[src/inc/dhm_pkg.sv]
// package: register map, field positions and bus carrier for the mailbox block
package dhm_pkg;
  // =====================================
  // register offsets
  localparam logic [7:0] DHM_OFS_MAILBOX_A = 8'h08;
  localparam logic [7:0] DHM_OFS_MAILBOX_B = 8'h09;
  localparam logic [7:0] DHM_OFS_MAILBOX_C = 8'h0a;
  localparam logic [7:0] DHM_OFS_FIRST = 8'h0b;
  localparam logic [7:0] DHM_OFS_SECOND_FLAG = 8'h20;
  localparam logic [7:0] DHM_OFS_SECOND_MASK = 8'h21;
  // =====================================
  // field positions and reset values
  localparam int DHM_MBOX_COUNT = 3;
  localparam int DHM_FLAG_TOP_BIT = 7;
  localparam int DHM_REV_BIT = 1;
  localparam logic [7:0] DHM_RST_BYTE = 8'h00;
  localparam logic DHM_RST_IRQ_N = 1'b1;
  // =====================================
  // register port request
  typedef struct packed {
    logic wr;
    logic rd;
    logic [7:0] addr;
    logic [7:0] wdata;
  } dhm_req_s;
endpackage

[src/design/dhm_mailbox_slot.sv]
// one mailbox: data byte plus its change flag
`timescale 1ns/1ps
module dhm_mailbox_slot
  import dhm_pkg::*;
(
  // clock and reset
  input wire logic i_clock,
  input wire logic i_srst,
  // register port, already decoded
  input wire logic i_wr_sel,
  input wire logic i_rd_sel,
  input wire logic [7:0] i_wdata,
  // state
  output logic [7:0] o_data,
  output logic o_flag
);
  import dhm_pkg::*;

  typedef struct packed {
    logic [7:0] data;
    logic flag;
  } dhm_slot_s;

  dhm_slot_s st;
  dhm_slot_s next_st;

  // =====================================
  // update
  always_comb begin
    next_st = st;
    if (i_wr_sel) begin
      next_st.data = i_wdata;
    end
    if (i_rd_sel) begin
      next_st.flag = 1'b0;
    end
    // only a real change of content raises the flag; set wins over clear
    if (i_wr_sel && (i_wdata != st.data)) begin
      next_st.flag = 1'b1;
    end
  end

  always_ff @(posedge i_clock) begin
    if (i_srst) begin
      st <= '{data: DHM_RST_BYTE, flag: 1'b0};
    end else begin
      st <= next_st;
    end
  end

  assign o_data = st.data;
  assign o_flag = st.flag;
endmodule

[src/design/dhm_mailbox_irq.sv]
// mailbox register block: three mailboxes, two status/mask pairs, alert pin
`timescale 1ns/1ps
module dhm_mailbox_irq
  import dhm_pkg::*;
#(
  // 1 models the revision whose mailbox c bit 1 reads zero; value arbitrary
  parameter bit REV_MASKS_BIT1 = 1'b0
)(
  // clock and reset
  input wire logic i_clock,
  input wire logic i_srst,
  // register port
  input wire dhm_pkg::dhm_req_s i_req,
  output logic [7:0] o_rdata,
  // first status sources from neighbour blocks: bit 4..1, levels
  input wire logic [4:1] i_first_src,
  // second status events from neighbour blocks, one-cycle pulses
  input wire logic [7:0] i_second_evt,
  // alert pin
  output logic o_irq_n
);
  import dhm_pkg::*;

  typedef struct packed {
    logic [7:0] first_mask;
    logic [7:0] second_flag;
    logic [7:0] second_mask;
    logic [7:0] rdata;
    logic irq_n;
  } dhm_state_s;

  dhm_state_s st;
  dhm_state_s next_st;

  logic [7:0] mb_data [DHM_MBOX_COUNT];
  logic [DHM_MBOX_COUNT-1:0] mb_flag;
  logic [7:0] first_status;
  logic [7:0] read_mux;
  logic [7:0] mb_c_view;

  // =====================================
  // mailboxes
  genvar gi;
  generate
    for (gi = 0; gi < DHM_MBOX_COUNT; gi++) begin : g_mbox
      dhm_mailbox_slot u_slot (
        .i_clock(i_clock),
        .i_srst(i_srst),
        .i_wr_sel(i_req.wr && (i_req.addr == DHM_OFS_MAILBOX_A + 8'(gi))),
        .i_rd_sel(i_req.rd && (i_req.addr == DHM_OFS_MAILBOX_A + 8'(gi))),
        .i_wdata(i_req.wdata),
        .o_data(mb_data[gi]),
        .o_flag(mb_flag[DHM_MBOX_COUNT-1-gi])
      );
    end
  endgenerate

  // =====================================
  // read view
  always_comb begin
    first_status = {mb_flag, i_first_src, 1'b0};
    mb_c_view = mb_data[2];
    if (REV_MASKS_BIT1) begin
      mb_c_view[DHM_REV_BIT] = 1'b0;
    end
    case (i_req.addr)
      DHM_OFS_MAILBOX_A: read_mux = mb_data[0];
      DHM_OFS_MAILBOX_B: read_mux = mb_data[1];
      DHM_OFS_MAILBOX_C: read_mux = mb_c_view;
      DHM_OFS_FIRST: read_mux = first_status;
      DHM_OFS_SECOND_FLAG: read_mux = st.second_flag;
      default: read_mux = DHM_RST_BYTE; // second mask is write-only and reads as zero, like unmapped offsets
    endcase
  end

  // =====================================
  // registers and alert pin
  always_comb begin
    next_st = st;
    if (i_req.rd) begin
      next_st.rdata = read_mux;
    end
    if (i_req.wr && (i_req.addr == DHM_OFS_FIRST)) begin
      next_st.first_mask = {i_req.wdata[7:1], 1'b0};
    end
    if (i_req.wr && (i_req.addr == DHM_OFS_SECOND_MASK)) begin
      next_st.second_mask = i_req.wdata;
    end
    if (i_req.wr && (i_req.addr == DHM_OFS_SECOND_FLAG)) begin
      next_st.second_flag = st.second_flag & ~i_req.wdata;
    end
    // an event in the clearing cycle is kept
    next_st.second_flag = next_st.second_flag | i_second_evt;
    // pin follows the masked sources one cycle later, glitch free
    next_st.irq_n = ~(|(first_status & st.first_mask) | |(st.second_flag & st.second_mask));
  end

  always_ff @(posedge i_clock) begin
    if (i_srst) begin
      st <= '{first_mask: DHM_RST_BYTE, second_flag: DHM_RST_BYTE, second_mask: DHM_RST_BYTE,
              rdata: DHM_RST_BYTE, irq_n: DHM_RST_IRQ_N};
    end else begin
      st <= next_st;
    end
  end

  assign o_rdata = st.rdata;
  assign o_irq_n = st.irq_n;

  // =====================================
  // checks
  logic cause;
  assign cause = |(first_status & st.first_mask) | |(st.second_flag & st.second_mask);
endmodule

[config.mk]
export PLATFORM = sky130hd
export DESIGN_NAME = dhm_mailbox_irq
export DESIGN_NICKNAME = d
export VERILOG_FILES = /design/src/inc/dhm_pkg.sv /design/src/design/dhm_mailbox_slot.sv /design/src/design/dhm_mailbox_irq.sv
export SDC_FILE = /design/constraint.sdc
export NUM_CORES = 1
export LEC_CHECK = 0
export ABC_AREA = 1
export BUFFER_PORTS_ARGS = -buffer_cell sky130_fd_sc_hd__buf_4
export CAP_MARGIN = 0
export CORE_UTILIZATION = 55
export CTS_CLUSTER_DIAMETER = 50
export DETAILED_ROUTE_END_ITERATION = 16
export PLACE_DENSITY_LB_ADDON = 0.25
export RECOVER_POWER = 25
export SETUP_SLACK_MARGIN = 0.3
export SLEW_MARGIN = 30
export SYNTH_ARGS = -nofsm -noshare
export SYNTH_HDL_FRONTEND = slang
export SYNTH_SLANG_ARGS = --single-unit
[constraint.sdc]
create_clock -name i_clock -period 1.4 [get_ports i_clock]
set_clock_uncertainty 0.2 [all_clocks]
set_input_delay 0.07 -clock i_clock [delete_from_list [all_inputs] [get_ports i_clock]]
set_output_delay 0.07 -clock i_clock [all_outputs]
set_load 0.03 [all_outputs]
==> flow_metrics.py <==
metrics = {
    "synthesis": {
        "syn-num-nets": 493,
        "ys_ff_latch": 59,
        "yosys_warnings": 0,
        "synth-seq-area-share_pct": 38.5,
        "synthTopCellsByArea": "dfxtp_1, nand2_1, a21oi_1",
        "async_reset_ff_share_pct": 0,
        "syn_area_um2": 3070,
        "synth_top_area_share_pct": 38.5,
        "synth_edf_count": 0,
        "synth_top_cell_by_area": "dfxtp_1",
        "yosys-top-cells-count": "nand2_1, a21oi_1, dfxtp_1",
        "syn_avg_cell_area_um2": 6.65,
        "synth_cells": 461,
        "ys_types": 20,
        "yosysMostFrequentCell": "nand2_1",
        "ys.flop_type": "dfxtp_1",
    },
    "grt": {
        "grt_pass1_wl_um": 14900,
        "grt_start_max_net_pins": 36,
        "gr-usage-all-layers_pct": 33.4,
        "first_global_vias": 3127,
        "antenna_found_initial": 0,
        "overflow": 0,
    },
    "die": {
        "dieArea_um2": 5880,
        "coreArea_um2": 5240,
        "ioPinCount": 41,
        "die_y_um": 76.7,
        "start_util_pct": 58.5,
        "die_x_um": 76.7,
        "placementRows": 26,
    },
    "power_and_ir_drop": {
        "power_density_nw_per_um2": 892,
        "leakagePower_nw": 1.91,
        "irDropWorstVdd_mv": 0.679,
    },
    "detailed_routing": {
        "firstDrtPassIters": 9,
        "viasPerCell": 6.03,
        "vias": 3663,
        "postRouteAntennaNets": 0,
        "routed_wire_length_per_instance_um": 18.5,
        "drc": 0,
        "drtIter0Drc": 506,
        "wl_um": 11300,
    },
    "sta": {
        "rsz0062_at_grt": "true",
        "whs_ps": -174,
        "timing.slew.headroom_pct": 74.5,
        "final_hold_viol_count": 27,
        "worst_slack_ps": 24.8,
        "post-route-period-util_pct": 98.2,
        "worst_slew_pin_slew_ps": 378,
        "finalCriticalPeriod_ps": 1380,
        "clock.fmax_mhz": 727,
        "fin_setup_tns_ps": 0,
        "setup_violations": 0,
        "drv_slew": 0,
    },
    "cts": {
        "htree_levels": 3,
        "holdBufCountCts": 26,
        "root_buffer": "clkbuf_8",
        "cts_made_buffers": 9,
        "clockBufferDepth": 2,
        "clk_latency_ps": 350,
        "clk_pin_slew_ps": 70,
        "cts.sinks": 59,
        "cts_tree": "done",
    },
    "min_path": {
        "hp-class": "in -> reg",
    },
    "job": {
        "drv_cap": 0,
    },
    "placement": {
        "port_buffers": 40,
        "placed_area_um2": 3580,
        "dp_hpwl_um": 6150,
        "pre_cts_ws_ps": -26.0,
        "placedCellCount": 552,
        "place_congestion": 0.872,
    },
    "worst_setup_path": {
        "critPathLaunchType": "primary input",
        "crit_path_end_kind": "flop",
        "crit_required_ps": 1430,
        "criticalPathCategory": "in -> reg",
        "cp_max_fo": 12,
        "crit_arrival_ps": 1400,
    },
    "layout": {
        "layout.cells.non_filler": 607,
        "fin_nets": 565,
        "antenna_cells": 0,
        "area_delta_synth_final_pct": 42.0,
        "finalInstanceArea_um2": 4350,
        "drive_gt1_share_pct": 31.8,
    },
    "status": {
        "outcome": "finished, violations left",
        "violations": "hold timing",
    },
}
[routing by layer]
layer  vias up  routed length, um  global-route usage (%)
met4         0                706                    17.1
met2       284               5140                    52.9
met1      1659               4070                    42.0
met3        79               1340                    8.33
li1       1641                  -                       -
met5         -                  0                       0
[cells by family after synthesis]
family                    count (synthesis)  synth area share (%)
and+or+nand+nor                         203                  29.1
DFF                                      59                  38.5
buffers and inverters                    79                  11.1
AOI/OAI and AO/OA                       110                  18.3
xor gates and xnor gates                 10                  2.86
[cells in the final DEF, fill, tap and decap left out, types with 2 or more instances in the layout]
cell,count
dlygate4sd3_1,17
dlymetal6s4s_1,8
inv_2,16
nand3_2,6
dfxtp_1,31
a21oi_1,58
nor2_4,8
nor2_2,3
dfxtp_2,28
inv_16,2
xnor2_1,9
nand2_2,9
buf_4,44
inv_8,3
a21oi_2,4
inv_4,3
buf_12,4
nand3_4,2
o21ai_0,29
nand2_4,4
nand2_1,97
inv_1,24
o21ai_1,15
nand3_1,40
clkbuf_1,2
nand2_8,2
nor2_1,31
a22o_1,3
clkbuf_8,11
clkbuf_16,2
buf_6,14
[critical path, cell delays in order]
cell and delay (ps):
buf_6 100, inv_4 60, nand2_4 60, nor2_1 310, clkbuf_4 220, nand3_2 80, clkbuf_2 220, o21ai_0 220
a21oi_1 60
[registers in the layout, summed over array words and instances (netlist names)]
register / flops
o_rdata: 8
g_mbox.u_slot.o_flag: 3
g_mbox.u_slot.o_data: 24
o_irq_n: 1
st: 23
[timing repair]
item                       CTS  global route
buffers inserted             2             9
setup endpoints to repair   12            46
pin swaps                    5            26
hold endpoints to repair    52            28
gates resized for setup     35            53
gates cloned                 0             4
[path summary, 6_finish.rpt]
| path | from | endpoint | slack, ps | cells past startpoint |
|---|---|---|---|---|
| worst min-delay path | i_srst | st[24] | -170 | 2 |
| worst max-delay path | i_req[15] | g_mbox[1].u_slot.o_data[4] | 20 | 9 |
| worst min register to register | st[27] | st[27] | 260 | 2 |
| worst max register to register | g_mbox[2].u_slot.o_data[1] | g_mbox[2].u_slot.o_flag | 130 | 8 |
[metrics by stage]
| stage | total power [mW] | utilization [%] |
|---|---|---|
| 3_5_place_dp | 2.20 | 68.4 |
| 3_3_place_gp | 2.19 | 68.4 |
| 6_report | 3.88 | 83.1 |
| 2_1_floorplan | 2.03 | - |
| 5_1_grt | 3.98 | 83.1 |
| 4_1_cts | 3.80 | 78.7 |
[area by class of cell]
type / instances / area [um2]
clock buffer: 13 / 159
clock inverter: 2 / 35.0
fill: 301 / 883
inverter: 48 / 243
multi-input combinational: 324 / 1710
sequential: 59 / 1220
tap: 70 / 87.6
timing repair buffer: 91 / 901
[power breakdown]
| group | internal, mW | switching [mW] | leakage, nW |
|---|---|---|---|
| combinational | 0.248 | 0.320 | 1.32 |
| sequential | 1.71 | 0.0288 | 0.492 |
| clock | 0.908 | 0.667 | 0.0995 |
Power figures use the tool's default switching activity.
